--- src/hw/chac_pkg.sv ---
package chac_pkg;
  localparam logic [6:0] CHAC_ADDR_COMMAND = 7'h00;
  localparam logic [6:0] CHAC_ADDR_HOST_ACCESS = 7'h01;
  localparam int CHAC_ADDR_W = 7;
  localparam int CHAC_DATA_W = 8;
  localparam int CHAC_CMD_W = 5;
  // Command register fields
  localparam int CHAC_STANDBY_BIT = 7;
  localparam int CHAC_RADIO_PD_BIT = 6;
  localparam int CHAC_CMD_MSB = 4;
  localparam int CHAC_CMD_LSB = 0;
  // Host access register fields
  localparam int CHAC_UNLOCK_BIT = 7;
  localparam int CHAC_HOST_GRANT_BIT = 6;
  localparam int CHAC_SECURE_GRANT_BIT = 5;
  localparam int CHAC_LINK_MSB = 3;
  localparam int CHAC_LINK_LSB = 2;
  localparam logic [4:0] CHAC_CMD_IDLE = 5'h00;
  localparam logic [7:0] CHAC_ZERO_BYTE = 8'h00;
  typedef enum logic [1:0] {
    CHAC_LINK_OFF = 2'b00,
    CHAC_LINK_SPI = 2'b01,
    CHAC_LINK_LV2W = 2'b10,
    CHAC_LINK_I2C = 2'b11
  } chac_link_type;
endpackage

--- src/hw/chac_top.sv ---
`timescale 1ns/10ps
module chac_top
  import chac_pkg::*;
(
  // Clock and reset
  input wire logic REF_CLK_IN,
  input wire logic RESETN_IN,
  // Register access from the serial host interface
  input wire logic REG_WR_EN_IN,
  input wire logic REG_RD_EN_IN,
  input wire logic [CHAC_ADDR_W-1:0] REG_ADDR_IN,
  input wire logic [CHAC_DATA_W-1:0] REG_WDATA_IN,
  output logic [CHAC_DATA_W-1:0] REG_RDATA_OUT,
  // Device status feeding back
  input wire logic CMD_DONE_IN,
  input wire logic WAKE_IN,
  // Command and power controls
  output logic [CHAC_CMD_W-1:0] CMD_CODE_OUT,
  output logic CMD_START_OUT,
  output logic STANDBY_OUT,
  output logic RADIO_FRONTEND_POWER_DOWN_OUT,
  // Bus arbitration and link select
  output logic WRITE_UNLOCK_OUT,
  output logic HOST_BUS_GRANT_OUT,
  output logic SECURE_MODULE_BUS_GRANT_OUT,
  output logic [3:0] SECURE_MODULE_LINK_EN_OUT
);
  typedef struct packed {
    logic standby;
    logic radio_pd;
    logic [CHAC_CMD_W-1:0] cmd;
    logic cmd_start;
    logic unlock;
    logic host_grant;
    logic secure_grant;
    chac_link_type link_sel;
    logic [CHAC_DATA_W-1:0] rdata;
  } chac_state_type;

  chac_state_type st_r;
  chac_state_type st_nxt;
  logic wr_cmd;
  logic wr_host;
  logic new_host;
  logic new_secure;

  assign wr_cmd = REG_WR_EN_IN && (REG_ADDR_IN == CHAC_ADDR_COMMAND);
  assign wr_host = REG_WR_EN_IN && (REG_ADDR_IN == CHAC_ADDR_HOST_ACCESS);
  assign new_host = REG_WDATA_IN[CHAC_HOST_GRANT_BIT];
  assign new_secure = REG_WDATA_IN[CHAC_SECURE_GRANT_BIT];

  always_comb begin
    st_nxt = st_r;
    st_nxt.cmd_start = 1'b0;
    // Completion returns the field to idle; a write in the same cycle wins
    if (CMD_DONE_IN) begin
      st_nxt.cmd = CHAC_CMD_IDLE;
    end
    if (WAKE_IN) begin
      st_nxt.standby = 1'b0;
    end
    if (wr_cmd) begin
      st_nxt.standby = REG_WDATA_IN[CHAC_STANDBY_BIT];
      st_nxt.radio_pd = REG_WDATA_IN[CHAC_RADIO_PD_BIT];
      st_nxt.cmd = REG_WDATA_IN[CHAC_CMD_MSB:CHAC_CMD_LSB];
      st_nxt.cmd_start = 1'b1;
    end
    // Any write consumes a pending unlock
    if (REG_WR_EN_IN && st_r.unlock) begin
      st_nxt.unlock = 1'b0;
    end
    if (wr_host) begin
      if (st_r.unlock) begin
        st_nxt.link_sel = chac_link_type'(REG_WDATA_IN[CHAC_LINK_MSB:CHAC_LINK_LSB]);
        // A request for both grants leaves the grants as they were
        if (!(new_host && new_secure)) begin
          st_nxt.host_grant = new_host;
          st_nxt.secure_grant = new_secure;
        end
      end else begin
        st_nxt.unlock = REG_WDATA_IN[CHAC_UNLOCK_BIT];
      end
    end
    if (REG_RD_EN_IN) begin
      st_nxt.rdata = CHAC_ZERO_BYTE;
      if (REG_ADDR_IN == CHAC_ADDR_COMMAND) begin
        st_nxt.rdata[CHAC_STANDBY_BIT] = st_r.standby;
        st_nxt.rdata[CHAC_RADIO_PD_BIT] = st_r.radio_pd;
        st_nxt.rdata[CHAC_CMD_MSB:CHAC_CMD_LSB] = st_r.cmd;
      end else if (REG_ADDR_IN == CHAC_ADDR_HOST_ACCESS) begin
        st_nxt.rdata[CHAC_UNLOCK_BIT] = st_r.unlock;
        st_nxt.rdata[CHAC_HOST_GRANT_BIT] = st_r.host_grant;
        st_nxt.rdata[CHAC_SECURE_GRANT_BIT] = st_r.secure_grant;
        st_nxt.rdata[CHAC_LINK_MSB:CHAC_LINK_LSB] = st_r.link_sel;
      end
    end
  end

  always_ff @(posedge REF_CLK_IN or negedge RESETN_IN) begin
    if (!RESETN_IN) begin
      st_r <= '{standby: 1'b0, radio_pd: 1'b0, cmd: CHAC_CMD_IDLE, cmd_start: 1'b0,
                unlock: 1'b0, host_grant: 1'b0, secure_grant: 1'b0,
                link_sel: CHAC_LINK_OFF, rdata: CHAC_ZERO_BYTE};
    end else begin
      st_r <= st_nxt;
    end
  end

  chac_link_decode u_link_decode (
    .clk_in(REF_CLK_IN),
    .resetn_in(RESETN_IN),
    .link_sel_in(st_r.link_sel),
    .link_en_out(SECURE_MODULE_LINK_EN_OUT)
  );

  assign REG_RDATA_OUT = st_r.rdata;
  assign CMD_CODE_OUT = st_r.cmd;
  assign CMD_START_OUT = st_r.cmd_start;
  assign STANDBY_OUT = st_r.standby;
  assign RADIO_FRONTEND_POWER_DOWN_OUT = st_r.radio_pd;
  assign WRITE_UNLOCK_OUT = st_r.unlock;
  assign HOST_BUS_GRANT_OUT = st_r.host_grant;
  assign SECURE_MODULE_BUS_GRANT_OUT = st_r.secure_grant;
endmodule

--- src/hw/chac_link_decode.sv ---
`timescale 1ns/10ps
module chac_link_decode
  import chac_pkg::*;
(
  // Clock and reset
  input wire logic clk_in,
  input wire logic resetn_in,
  // Selected link
  input wire chac_link_type link_sel_in,
  // One-hot link enables
  output logic [3:0] link_en_out
);
  typedef struct packed {
    logic [3:0] en;
  } chac_dec_state_type;

  chac_dec_state_type st_r;
  chac_dec_state_type st_nxt;

  always_comb begin
    st_nxt = st_r;
    unique case (link_sel_in)
      CHAC_LINK_OFF: st_nxt.en = 4'h1;
      CHAC_LINK_SPI: st_nxt.en = 4'h2;
      CHAC_LINK_LV2W: st_nxt.en = 4'h4;
      CHAC_LINK_I2C: st_nxt.en = 4'h8;
    endcase
  end

  always_ff @(posedge clk_in or negedge resetn_in) begin
    if (!resetn_in) begin
      st_r <= '{en: 4'h1};
    end else begin
      st_r <= st_nxt;
    end
  end

  assign link_en_out = st_r.en;
endmodule

--- config.mk ---
export PLATFORM = sky130hd
export DESIGN_NAME = chac_top
export DESIGN_NICKNAME = d
export VERILOG_FILES = /design/src/hw/chac_pkg.sv /design/src/hw/chac_top.sv /design/src/hw/chac_link_decode.sv
export SDC_FILE = /design/constraint.sdc
export NUM_CORES = 1
export LEC_CHECK = 0
export BUFFER_PORTS_ARGS = -buffer_cell sky130_fd_sc_hd__buf_4
export CAP_MARGIN = 30
export CORE_ASPECT_RATIO = 1.4
export CORE_MARGIN = 3
export CORE_UTILIZATION = 43
export DETAILED_ROUTE_END_ITERATION = 6
export GPL_TIMING_DRIVEN = 0
export PLACE_DENSITY = 0.84
export SYNTH_ARGS = -nofsm -noshare
export SYNTH_HDL_FRONTEND = slang
export SYNTH_SLANG_ARGS = --single-unit
--- constraint.sdc ---
create_clock -name REF_CLK_IN -period 0.9 [get_ports REF_CLK_IN]
set_input_delay 0.18 -clock REF_CLK_IN [delete_from_list [all_inputs] [get_ports REF_CLK_IN]]
set_output_delay 0.18 -clock REF_CLK_IN [all_outputs]
set_load 0.01 [all_outputs]
# Yosys cells after proc, flatten, opt, wreduce, memory -nomap -nowiden
# Cells that the tools add are included.
[op_classes] n_eq_ne=4 n_reduce_logical=10 mux=16 n_bitwise=1
[op_table] operator="one-hot mux 4 bit (4 select lines)" n=1
[op_table] operator="2-to-1 mux 2 bit" n=5
[op_table] operator="2-to-1 mux 5 bit" n=2
[op_table] operator="2-to-1 mux 8 bit" n=1
[op_table] operator="== test 7 x 1 -> 1 bit (second input constant)" n=1
[op_table] operator="logical NOT 7 bit" n=1
[op_table] operator="2-to-1 mux 1 bit" n=5
[op_table] operator="== test 2 bit (second input constant)" n=2
[op_table] operator="logical AND 1 bit" n=4
[op_table] operator="2-to-1 mux 4 bit" n=1
[op_table] operator="nonzero test 2 bit" n=2
[op_table] operator="2-to-1 mux 3 bit" n=1
[op_table] operator="AND reduction 3 bit" n=1
[op_table] operator="== test 2 x 1 -> 1 bit (second input constant)" n=1
[op_table] operator="logical NOT 2 bit" n=1
[op_table] operator="AND reduction 2 bit" n=1
[op_table] operator="NOT 1 bit" n=1
[word_totals] ff_bits=25 inputBits=21 output_inout_bits=23 wordCells=41

# Depth between registers and ports, before layout
# Gate-level depths: netlist of run 1.
[logic_depth] depth_word=4 ltp_mapped=3

# Modules after synthesis
# Synthesis of run 1 repeated with hierarchy kept, for this count alone.
[hier_totals] cells_unflattened=105 hier_area_um2=1187.4
[by_module_without_submodules] module="chac_top" area_each_um2=1059.8 n_inst=1 cells_each=97
[by_module_without_submodules] module="chac_link_decode" area_each_um2=127.6 n_inst=1 cells_each=8

# Least setup slack after synthesis of run 1
# OpenSTA, ideal clock, no wires.
[synth_path] kind="input port to flip-flop" start="input port REG_ADDR_IN[5]" end="register st_r[8] (netlist name)" setup_ns=0.125 path_stages=3 arrival_time_ns=1.254 path_slack_ns=-0.479 n_path_buf=0 path_cell_list="or4b_4 -> nor3_2 -> mux2_2"
[synth_between] elab_chain_len=3
[synth_rtl] item="start, declared" line="chac_top.sv:11" rtl="input wire logic [CHAC_ADDR_W-1:0] REG_ADDR_IN,"
[synth_rtl] item="== test 7 x 1 -> 1 bit" line="chac_top.sv:48" rtl="assign wr_host = REG_WR_EN_IN && (REG_ADDR_IN == CHAC_ADDR_HOST_ACCESS);"
[synth_rtl] item="logical AND 1 bit" line="chac_top.sv:48"
[synth_rtl] item="AND reduction 2 bit (no line)"
[synth_rtl] item="end signal, assigned" line="chac_top.sv:101" rtl="st_r <= '{standby: 1'b0, radio_pd: 1'b0, cmd: CHAC_CMD_IDLE, cmd_start: 1'b0,"
[synth_rtl] item="end signal, assigned" line="chac_top.sv:105" rtl="st_r <= st_nxt;"
[synth_rtl] item="end, declared" line="chac_top.sv:40" rtl="chac_state_type st_r;"
# Every way passes these cells.
# A chain may end at the register's enable or synchronous reset.

# Worst setup path after layout of run 1
[layout_path] start="input port REG_ADDR_IN[6]" end="register st_r[9] (netlist name)"
# The elaborated chain is that of the path after synthesis.

==> results of run 1 <==
metal layers:
metal,wire (um),share of wire
met3,138,0.047
met2,1740,0.59
met1,1040,0.35
met4,19,0.0065
met5,0,0
path summary, 6_finish.rpt:
kind	from	to	slack, ns	cells after the start
max	REG_ADDR_IN[6]	st_r[9]	-0.32	4
min	REG_WDATA_IN[0]	CMD_CODE_OUT[0]	0.09	2
max reg2reg	WRITE_UNLOCK_OUT	st_r[9]	-0.27	3
min reg2reg	st_r[8]	u_link_decode.link_en_out[0]	0.51	1
max in group asynchronous	RESETN_IN	u_link_decode.link_en_out[0]	0.32	2
min in group asynchronous	RESETN_IN	REG_RDATA_OUT[3]	0.29	2
kinds of logic (layout without fill, tap and decap cells):
group           count (synthesis)  in the layout  share of synthesized area
buf+inv                        23             79                      0.115
compound gates                 12             12                     0.0746
flops                          25             25                      0.534
simple gates                   32             32                      0.161
mux                            12             12                      0.115
synth_stat cells, drive strengths merged:
cell,count
nor4,3
nand2,10
nor3,3
clkbuf,1
nand3,3
or4b,1
inv,9
o22ai,8
a31o,1
dfstp,1
dfrtp,24
o21ba,2
or3,1
o2bb2ai,1
nor2b,9
and2,1
buf,13
nor2,1
mux2,12
sequential cells by signal, summed over array words and instances (netlist names):
name                           cells
SECURE_MODULE_BUS_GRANT_OUT        1
HOST_BUS_GRANT_OUT                 1
u_link_decode.link_en_out          4
REG_RDATA_OUT                      8
st_r                               2
RADIO_FRONTEND_POWER_DOWN_OUT      1
CMD_START_OUT                      1
STANDBY_OUT                        1
CMD_CODE_OUT                       5
WRITE_UNLOCK_OUT                   1
power groups by stage:
stage               sequential [mW]  combinational, mW  clock (mW)
floorplan                      1.16             0.0380           0
global placement               1.15              0.168           0
detailed placement             1.16              0.173           0
CTS                            1.14              0.185       0.501
global route                   1.14              0.210       0.546
finish                         1.14              0.196       0.492
worst max-delay path: cells and delay by family:
family	cells	cell delay [ns]
simple gates	2	0.83
buf+inv	1	0.09
mux	1	0.33
cell type report:
class	instances	area (um2)	share of cell area
clock buffer	3	22.5	0.0122
multi-input combinational	56	489	0.265
timing repair buffer	60	569	0.308
sequential	25	627	0.339
buffer	6	60.1	0.0325
inverter	9	33.8	0.0183
tap	34	42.5	0.0230
clock inverter	1	5.00	0.00271
metrics by stage:
step           hold WS [ns]  setup TNS [ns]  power [mW]  utilization
6_report             0.0888           -6.38        1.82        0.741
5_1_grt              0.0792           -7.71        1.89        0.741
4_1_cts              0.0819           -6.14        1.82        0.707
3_5_place_dp         0.0989           -7.64        1.33        0.631
3_3_place_gp         0.0934           -6.85        1.32        0.631
2_1_floorplan        -0.116           -3.15        1.19            -
what timing repair did:
item,4_1_cts,5_1_grt
pin swaps,1,5
setup endpoints to repair,38,38
hold buffers,1,0
hold endpoints to repair,24,0
gates resized for setup,32,13
gates cloned,0,0
buffers inserted,12,4
==> results, run 1 <==
- The flow ran to the end, but the final reports show violations.
- The final reports fail on negative setup slack.
- The global-route total usage across every layer is 0.177.
- Setup repair after global routing could not meet its margin everywhere.
- The power share of the sequential group is 0.623.
- The distinct cell type count of the synthesized netlist is 22.
- Of the total power, the share spent switching nets is 0.235.
- The share of synthesized area occupied by flip-flops and latches is 0.534.
- The number of inserted diodes is 0.
- Summing every instance area after synthesis gives 0.00117 mm2.
- The number of antenna violations at the first check in global routing is 0.
- The number of maximum-capacitance violations is 0.
- Routability-driven placement finished with a final weighted congestion of 0.813.
- The floorplan has 21 rows.
- The relative slew slack is 0.677.
- The clock-pin slew on the worst setup and hold paths is 0.13 ns.
- The global-route met3 utilization is 0.0261.
- The worst-path maximum fanout is 3.
- In the final design database the tool counted 182 nets.
- The first global-routing pass estimated 4590 um of wire.
- The slew at the pin with the worst max-slew slack is 0.484 ns.
- Setup violations remaining at the end of the flow were counted as 39.
- The number of non-filler instances in the completed layout is 194.
- The aggregate routed wire length is 2940 um.
- The number of failing hold endpoints at the final stage is 0.
- The final antenna-violating net count is 0.
- The later pin in the worst-skew pair is clocked with a latency of 0.31 ns.
- The die width is 50.2 um.
- The fill cell instance count of the final layout is 174.
- The minimum setup slack in the final design is -0.323 ns.
- The per-cell routed wire length is 15.1 um.
- The worst setup path is captured at a flop.
- The average via count per standard cell is 5.04.
- The number of sinks driven by the clock tree is 25.
- The largest stage delay on the critical path is 0.57 ns.
- sky130_fd_sc_hd__dfrtp_1 takes more of the synthesized area than any other cell.
- The yosys synthesis warning count is 0.
- The area fraction of the dominant cell type after synthesis is 0.512.
- In this run the number of H-tree levels came out at 1.
- The synthesis-to-layout area growth is 57.6%.
- The share of total power dissipated in combinational logic is 0.107.
- The root buffer cell chosen for the clock tree is sky130_fd_sc_hd__clkbuf_4.
- The number of remaining DRC errors is 0.
- The post-placement cell area is 0.00157 mm2.
- In the final layout, the share of cells above drive strength 1 is 0.606.
- In this run the vertical extent of the chip is 67.8 um.
- Static timing analysis puts the maximum clock frequency at 0.818 GHz.
- The busiest layer in global routing is met2.
- The count of boundary I/O pins is 44.
- After global routing the overflow that remains totals 0.
- Clock tree synthesis inserted a total of 3 buffers.
- In this run, synthesis produced a sequential element count of 25.
- The leading cell type in the layout, fill and taps excluded is sky130_fd_sc_hd__buf_6.
- In the global route stage, met2 resource usage came out at 0.332.
- The clock skew is 0.00235 ns.
- The initial detailed-routing violation count is 14.
- The overall via count from detail_route is 977.
- The region available for standard cell placement spans 0.00250 mm2.
- The highest-delay cell along the critical path is sky130_fd_sc_hd__or4b_4.
- Leaving out fill and tap cells, the most frequent cells in the layout are sky130_fd_sc_hd__buf_6, sky130_fd_sc_hd__buf_4, sky130_fd_sc_hd__dfrtp_1.
- Walking the worst path, the cells encountered are buf_6, or4b_4, nor3_4, mux2_4.
- The via count of the first global-routing pass is 1052.
- The pre-antenna-repair detailed-routing pass consisted of 4 iterations.
- Data arrives at the worst endpoint at 1.43 ns.
- The required time at the endpoint of the critical path is 1.11 ns.
- The post-synthesis net count is 125.
- Sorting the synthesized cells by area gives the leading types as sky130_fd_sc_hd__dfrtp_1, sky130_fd_sc_hd__mux2_2, sky130_fd_sc_hd__buf_4.
- The share of the clock period used by the worst path after layout is 1.36.
- The TritonCTS clock tree is done.
- The number of pins exceeding their max-slew limit in the final report is 0.
- The final non-filler cell area is 0.00185 mm2.
- The number of placed instances with taps included is 181.
- Entering global routing, the biggest net connects 26 pins.
- The count of input and output buffers is 43.
- The global-route met1 utilization is 0.201.
- The area of the die is 0.00340 mm2.
- The maximum ir drop on the vdd rail is 0.707 mV.
- The part of the total power dissipated in the clock network is 0.270.
- The post-layout minimum cycle time is 1.22 ns.
- The number of buffers on the longest clock path is 2.
- The internal portion of the total power is 1.39 mW.
- The power density normalized to cell area is 986 mW/mm2.
- The half-perimeter wire length of the detailed placement result is 1950 um.
- The effective utilization at floorplan is 0.470.
- STA classifies the critical path startpoint as an input pin.
- The tightest min-delay check is of the input pin to flop type.
- The post-synthesis average cell area is 11.3 um2.
- For this design the static power due to leakage is 0.898 nW.
- The cell count after synthesis came out at 104.
- The minimum setup slack after placement is -0.609 ns.
- Summed over all nets, the switching power comes to 429 uW.
- The critical path is of the input pin to flop type.
No activity file was read; power rests on OpenSTA's default activity.
==> run 2: changes to the inputs <==
--- a/config.mk
+++ b/config.mk
@@ -13,6 +13,7 @@
 export DETAILED_ROUTE_END_ITERATION = 6
 export GPL_TIMING_DRIVEN = 0
 export PLACE_DENSITY = 0.84
+export RECOVER_POWER = 100
 export SYNTH_ARGS = -nofsm -noshare
 export SYNTH_HDL_FRONTEND = slang
 export SYNTH_SLANG_ARGS = --single-unit
==> run 2 against run 1 <==
- the run still ends with negative setup slack left
- fmax is essentially flat
- combinational power shrank 2%
- critical path type unchanged
- design area shrank 0.34%
- power shrank 0.18%
- routed wire length is essentially flat
- sequential share of layout area grew 0.11 points
- first-iteration DRC count is the same
- core utilization shrank 0.25 points
- register-to-register slack is essentially flat
- non-clock buffer count is the same
- global-route usage is the same
- clock skew is the same
==> results, run 2 (synthesis results as in run 1) <==
- The type of the worst min-delay path is input pin to flop.
- The required time at the endpoint of the critical path is 1.11 ns.
- The number of search-and-repair iterations in the first detailed-routing pass is 4.
- The arrival time at the worst endpoint is 1.43 ns.
- The die width is 50.2 um.
- The ratio of cells with drive above 1 in the final layout is 0.600.
- In the final timing run, aggregate negative setup slack is -6.36 ns.
- The later pin in the worst-skew pair is clocked with a latency of 0.31 ns.
- The overall via count from detail_route is 977.
- TritonCTS built the clock tree.
- The global-route total usage across every layer is 0.177.
- The total power after layout is 1.82 mW.
- The aggregate routed wire length is 2940 um.
- After floorplanning, the core was divided into 21 placement rows.
- In this run the count of I/O pins placed on the die edge is 44.
- Including well taps, the total number of placed cells is 181.
- For this block, the initial DRC count from the detailed router was 14.
- The number of buffers created by CTS is 3.
- The final setup violation count is 39.
- In the final routed layout, each cell accounts on average for 15.1 um.
- The half-perimeter wire length of the detailed placement result is 1950 um.
- In the layout the commonest cells are sky130_fd_sc_hd__buf_6, sky130_fd_sc_hd__buf_4, sky130_fd_sc_hd__dfrtp_1.
- The global-route met1 utilization is 0.201.
- Leaving out fill and tap cells, the most frequent cell in the layout is sky130_fd_sc_hd__buf_6.
- The worst setup path is launched from an input pin.
- The number of antenna violations at the first check in global routing is 0.
- The layout net count is 182.
- The via count of the first global-routing pass came to 1052.
- The routed design could run at a clock period as short as 1.22 ns.
- Of all nets on the critical path, the largest fanout is 3.
- The count of cells along the worst hold path is 2.
- Timing would allow up to 0.818 GHz.
- The synthesis-to-layout area growth is 57.0%.
- The relative slew slack is 0.589.
- The number of non-filler instances in the completed layout is 194.
- The number of failing hold endpoints at the final stage is 0.
- The register with the most flip-flops in the layout has 8 of them.
- The effective utilization at floorplan is 0.470.
- VDD sags by at most 0.707 mV.
- Once placement finished, the instance area stood at 0.00157 mm2.
- The busiest layer in global routing is met2.
- The number of pins exceeding their max-slew limit in the final report was 0.
- The buffer cell driving the clock tree root is sky130_fd_sc_hd__clkbuf_4.
- The fill cell instance count of the final layout is 172.
- The checks that failed: negative setup slack.
- The count of H-tree levels built during CTS is 1.
- The die covers 0.00340 mm2.
- The vertical die dimension is 67.8 um.
- The count of buffers added on input and output ports is 43.
- The maximum number of pins on one net before global-route repair is 26.
- In the global route stage, met3 resource usage came out at 0.0261.
- Dividing total power by cell area gives a power density of 988 mW/mm2.
- The leakage power of the design is 0.893 nW.
- At the end of routability-driven placement, the weighted congestion stood at 0.813.
- Of the available clock period, the critical path in the final layout requires 1.36.
- The clock skew is 0.00235 ns.
- The standard cell core area is 0.00250 mm2.
- The met2 track demand over resource is 0.332.
- The clock-pin slew on the worst setup and hold paths is 0.13 ns.
- Setup repair after global routing could not meet its margin everywhere.
- Counting cells, the worst reg-to-reg path comes to 3.
- The worst setup path is of the input pin to flop kind.
- Across all hold checks on the routed design, the worst slack comes to 0.0888 ns.
- The number of maximum-capacitance violations is 0.
- STA classifies the critical path endpoint as a flop.
- The number of remaining DRC errors is 0.
- The number of buffers on the longest clock path is 2.
- The slew at the pin with the worst max-slew slack is 0.617 ns.
- 0 antenna diodes ended up in the layout.
- In the post-route analysis, the smallest setup slack over all paths is -0.323 ns.
- After routing the design area is 0.00184 mm2.
- The flow ran to the end, but the final reports show violations.
- The total congestion overflow is 0.
- The global-route wire length before repair is 4590 um.
- The utilization after layout is 0.738.
- The average via count per standard cell is 5.04.
- Before CTS, the worst setup slack after placement is -0.609 ns.
- Counting every sink on the clock net gives 25.
- The final antenna-violating net count is 0.
-- run 2: cell count changes in the layout (fill, tap and decap cells not counted), sizes merged --
cell    previous run  this run
buf               64        62
clkbuf             4         6
-- run 2: report_power, final --
group | internal (mW) | switching, mW
clock | 0.166 | 0.327
combinational | 0.0957 | 0.0965
sequential | 1.13 | 0.00593
total | 1.39 | 0.429
-- run 2: path summary, 6_finish.rpt --
path	startpoint	end	slack, ns
min	REG_WDATA_IN[0]	CMD_CODE_OUT[0]	0.09
min in group asynchronous	RESETN_IN	REG_RDATA_OUT[3]	0.40
max	REG_ADDR_IN[6]	st_r[9]	-0.32
max in group asynchronous	RESETN_IN	CMD_CODE_OUT[3]	0.11
min reg2reg	st_r[8]	u_link_decode.link_en_out[0]	0.51
max reg2reg	WRITE_UNLOCK_OUT	st_r[9]	-0.27
-- run 2: cell type report --
type | instances | area, um2 | share of cell area
buffer | 6 | 60.1 | 0.0326
clock buffer | 3 | 22.5 | 0.0122
clock inverter | 1 | 5.00 | 0.00272
inverter | 9 | 33.8 | 0.0183
multi-input combinational | 56 | 489 | 0.265
sequential | 25 | 627 | 0.340
tap | 34 | 42.5 | 0.0231
timing repair buffer | 60 | 563 | 0.305
-- run 2: critical path, stage by stage --
cell,delay (ns)
sky130_fd_sc_hd__buf_6,0.09
sky130_fd_sc_hd__or4b_4,0.57
sky130_fd_sc_hd__nor3_4,0.26
sky130_fd_sc_hd__mux2_4,0.33
-- run 2: per-layer routing --
layer	part of all wire	vias to the layer above	routed length, um
met2	0.59	32	1740
met3	0.047	4	138
met5	0	-	0
met4	0.0065	0	19
li1	-	453	-
met1	0.35	488	1040
-- run 2: repair_timing --
item / in CTS / in global routing
buffers inserted: 12 / 4
gates resized for setup: 32 / 13
hold buffers: 1 / 0
pin swaps: 1 / 5
endpoints found under the setup margin: 38 / 38
hold endpoints to repair: 24 / 0
==> run 3: changes to the inputs <==
--- a/config.mk
+++ b/config.mk
@@ -8,7 +8,6 @@
 export BUFFER_PORTS_ARGS = -buffer_cell sky130_fd_sc_hd__buf_4
 export CAP_MARGIN = 30
 export CORE_ASPECT_RATIO = 1.4
-export CORE_MARGIN = 3
 export CORE_UTILIZATION = 43
 export DETAILED_ROUTE_END_ITERATION = 6
 export GPL_TIMING_DRIVEN = 0
@@ -16,4 +15,5 @@
 export RECOVER_POWER = 100
 export SYNTH_ARGS = -nofsm -noshare
 export SYNTH_HDL_FRONTEND = slang
+export SYNTH_HIERARCHICAL = 1
 export SYNTH_SLANG_ARGS = --single-unit
==> run 3 against run 2 <==
- the flow still finishes with violations (negative setup slack)
- sequential power barely moved
- design area is 5.4% higher
- critical path type unchanged
- fmax shrank 8.1%
==> results, run 3 <==
- The detailed router finished its first iteration with 24 violations.
- CTS saw 25 sinks.
- The number of remaining DRC errors is 0.
- The critical path is of the input pin to flop type.
- The post-synthesis net count is 126.
- The flow ran to the end, but the final reports show violations.
- The number of buffers on the longest clock path is 2.
- The overall via count from detail_route is 1041.
- The netlist uses 24 different library cells.
- From bottom edge to top edge, the die measures 64.2 um.
- The number of failing hold endpoints at the final stage is 0.
- The number of placed instances with taps included is 183.
- In the final timing run, aggregate negative setup slack is -8.40 ns.
- The cell area after synthesis is 0.00119 mm2.
- The final setup violation count is 41.
- In the layout the commonest cells are sky130_fd_sc_hd__buf_6, sky130_fd_sc_hd__buf_4, sky130_fd_sc_hd__dfrtp_1.
- The congestion estimate from routability-driven global placement came to 0.767.
- Counting flops and latches in the post-synthesis netlist gives 25.
- The worst setup path is launched from an input pin.
- The depth of the most critical reg-to-reg path is 3.
- The via count of the first global-routing pass is 988.
- The cell class contributing the biggest share of worst-path delay is simple AND/OR/NAND/NOR gates.
- The synthesis-to-layout area growth is 63.5%.
- The count of boundary I/O pins is 44.
- Setup repair after global routing could not meet its margin everywhere.
- The highest-delay cell along the critical path is sky130_fd_sc_hd__or4b_4.
- The buffer cell driving the clock tree root is sky130_fd_sc_hd__clkbuf_4.
- The placed instances occupy a cell area of 0.00158 mm2.
- In this run the standard cell core region covers 0.00262 mm2.
- The number of logic stages on the critical path including buffering is 4.
- Across every metal layer, demand over resource in global routing totals 0.207.
- The post-layout minimum cycle time is 1.33 ns.
- The maximum clock frequency is 0.751 GHz.
- The share of synthesized area occupied by flip-flops and latches is 0.528.
- After technology mapping, the gate count stands at 105.
- The critical path goes through buf_8, or4b_4, or3_4, mux2_4.
- In the post-synthesis netlist, the biggest area contributors are sky130_fd_sc_hd__dfrtp_1, sky130_fd_sc_hd__mux2_2, sky130_fd_sc_hd__buf_4.
- The clock skew is 0.00470 ns.
- Detailed placement finished with a half-perimeter wire length of 1940 um.
- The slew at the pin with the worst max-slew slack is 0.580 ns.
- Leaving out fill and tap cells, the most frequent cell in the layout is sky130_fd_sc_hd__buf_6.
- The leakage power of the design is 0.939 nW.
- The count of H-tree levels built during CTS is 1.
- For the worst setup path, the data required time is 1.14 ns.
- The largest area contributor in the netlist is sky130_fd_sc_hd__dfrtp_1.
- The checks that failed: negative setup slack.
- The relative slew slack is 0.614.
- The finished layout holds 204 standard cells, fillers aside.
- The initial utilization of the core area, before any placement, comes to 0.454.
- The number of search-and-repair iterations in the first detailed-routing pass is 4.
- The average via count per standard cell is 5.10.
- The largest stage delay on the critical path is 0.54 ns.
- For the worst-skew pair, the clock arrives at the later sink with an insertion delay of 0.33 ns.
- In the synthesized netlist, the cells that appear most often are sky130_fd_sc_hd__dfrtp_1, sky130_fd_sc_hd__buf_4, sky130_fd_sc_hd__inv_1, sky130_fd_sc_hd__mux2_2, sky130_fd_sc_hd__nand2_1.
- Along the worst path, the maximum fanout reaches 4.
- The number of buffers and inverters on the critical path is 1.
- The worst-case IR drop observed on VDD is 0.831 mV.
- The number of antenna violations at the first check in global routing is 0.
- In the final routed layout, each cell accounts on average for 15.7 um.
- The area fraction of the dominant cell type after synthesis is 0.506.
- The final antenna-violating net count is 0.
- The aggregate routed wire length is 3200 um.
- The most common cell in the netlist is sky130_fd_sc_hd__dfrtp_1.
- The minimum setup slack in the final design is -0.431 ns.
- The count of input and output buffers is 42.
- Each instance of the synthesized netlist takes up on average 11.3 um2.
- In the final layout, the share of cells above drive strength 1 is 0.619.
- At the worst endpoint, the arrival time is 1.57 ns.
- The number of maximum-capacitance violations is 0.
- The number of buffers created by CTS is 3.
- Yosys printed 6 warnings.
- The number of inserted diodes is 0.
- TritonCTS built the clock tree.
- The total congestion overflow is 0.
- The share of the clock period used by the worst path after layout is 1.48.
- After routing the design area is 0.00194 mm2.
- The number of pins exceeding their max-slew limit in the final report was 0.
- The die is 46.4 um wide.
- The global-route wire length before repair is 4520 um.
- After the last flow step, the layout net total stands at 190.
- The flip-flop count of the largest register, all copies and words added is 8.
- The maximum number of pins on one net before global-route repair is 26.
- The share of flip-flops with an asynchronous set or reset after synthesis is 1.00.
- The count of cells along the worst hold path is 2.
- The power density normalized to cell area is 979 mW/mm2.
- Clock-pin slew was measured on the worst setup and hold paths at 0.14 ns.
- The leading register cell type out of synthesis is sky130_fd_sc_hd__dfrtp_1.
- The number of enable-type register cells in the synthesized netlist is 0.
- In this run the worst hold path is classified as input pin to flop.
- The area of the die is 0.00298 mm2.
- The number of placement rows is 22.
- STA classifies the critical path endpoint as a flop.
-- run 3: cell types whose count changed after synthesis, moves of 2 or more --
cell,previous run,this run
sky130_fd_sc_hd__o21ba_2,2,0
sky130_fd_sc_hd__o21ai_0,0,2
sky130_fd_sc_hd__o22a_2,0,2
sky130_fd_sc_hd__mux2_2,12,10
sky130_fd_sc_hd__mux2_4,0,2
sky130_fd_sc_hd__nor2b_1,9,7
-- run 3: power by group --
| part | internal, mW | total (mW) | switching [mW] |
|---|---|---|---|
| registers | 1.13 | 1.14 | 0.00671 |
| clock network | 0.171 | 0.536 | 0.365 |
| logic | 0.118 | 0.227 | 0.109 |
| total | 1.42 | 1.90 | 0.481 |
-- run 3: worst paths after layout --
path / from / to / slack [ns]
worst max-delay path: REG_ADDR_IN[2] / st_r[8] / -0.43
worst min-delay path: REG_WR_EN_IN / WRITE_UNLOCK_OUT / 0.04
worst max register to register: WRITE_UNLOCK_OUT / st_r[8] / -0.37
worst min register to register: st_r[9] / u_link_decode/link_en_out[0] / 0.57
max in group asynchronous: RESETN_IN / RADIO_FRONTEND_POWER_DOWN_OUT / 0.17
min in group asynchronous: RESETN_IN / u_link_decode/link_en_out[2] / 0.35
-- run 3: cell families (layout without fill, tap and decap cells) --
| kind of cell | after synthesis | after routing | synth area share |
|---|---|---|---|
| AND/OR/NAND/NOR | 31 | 31 | 0.163 |
| flip-flops | 25 | 25 | 0.528 |
| multiplexers | 12 | 12 | 0.120 |
| buffers and inverters | 25 | 88 | 0.120 |
| AO/OA/AOI/OAI | 12 | 12 | 0.0685 |
-- run 3: stage by stage --
stage | setup slack, ns | util | hold WS, ns | power (mW)
after global routing | -0.425 | 0.743 | 0.0181 | 1.97
after global placement | -0.798 | 0.604 | 0.0890 | 1.32
after detailed placement | -0.812 | 0.604 | 0.0908 | 1.33
final | -0.431 | 0.743 | 0.0383 | 1.90
after floorplan | -0.630 | - | -0.116 | 1.20
after CTS | -0.406 | 0.686 | 0.0578 | 1.84
-- run 3: repair_timing --
item	in CTS	in global routing
setup buffers	15	9
setup endpoints to repair	37	39
hold buffers	1	0
endpoints found under the hold margin	24	0
gates resized for setup	32	24
pin swaps	5	6
-- run 3: routing by layer --
layer / track usage / vias to the layer above / part of all wire
met5: 0 / - / 0
met4: 0.107 / 0 / 0.031
met3: 0.0226 / 11 / 0.037
met2: 0.354 / 45 / 0.55
met1: 0.238 / 511 / 0.38
li1: - / 474 / -
-- run 3: layout make-up --
type / count / area [um2]
plain buffers: 7 / 63.8
clock buffers: 3 / 22.5
clock inverters: 1 / 7.51
fillers: 169 / 673
inverters: 10 / 37.5
multi-input cells: 55 / 508
flip-flops and latches: 25 / 627
well taps: 36 / 45.0
repair buffers: 67 / 631
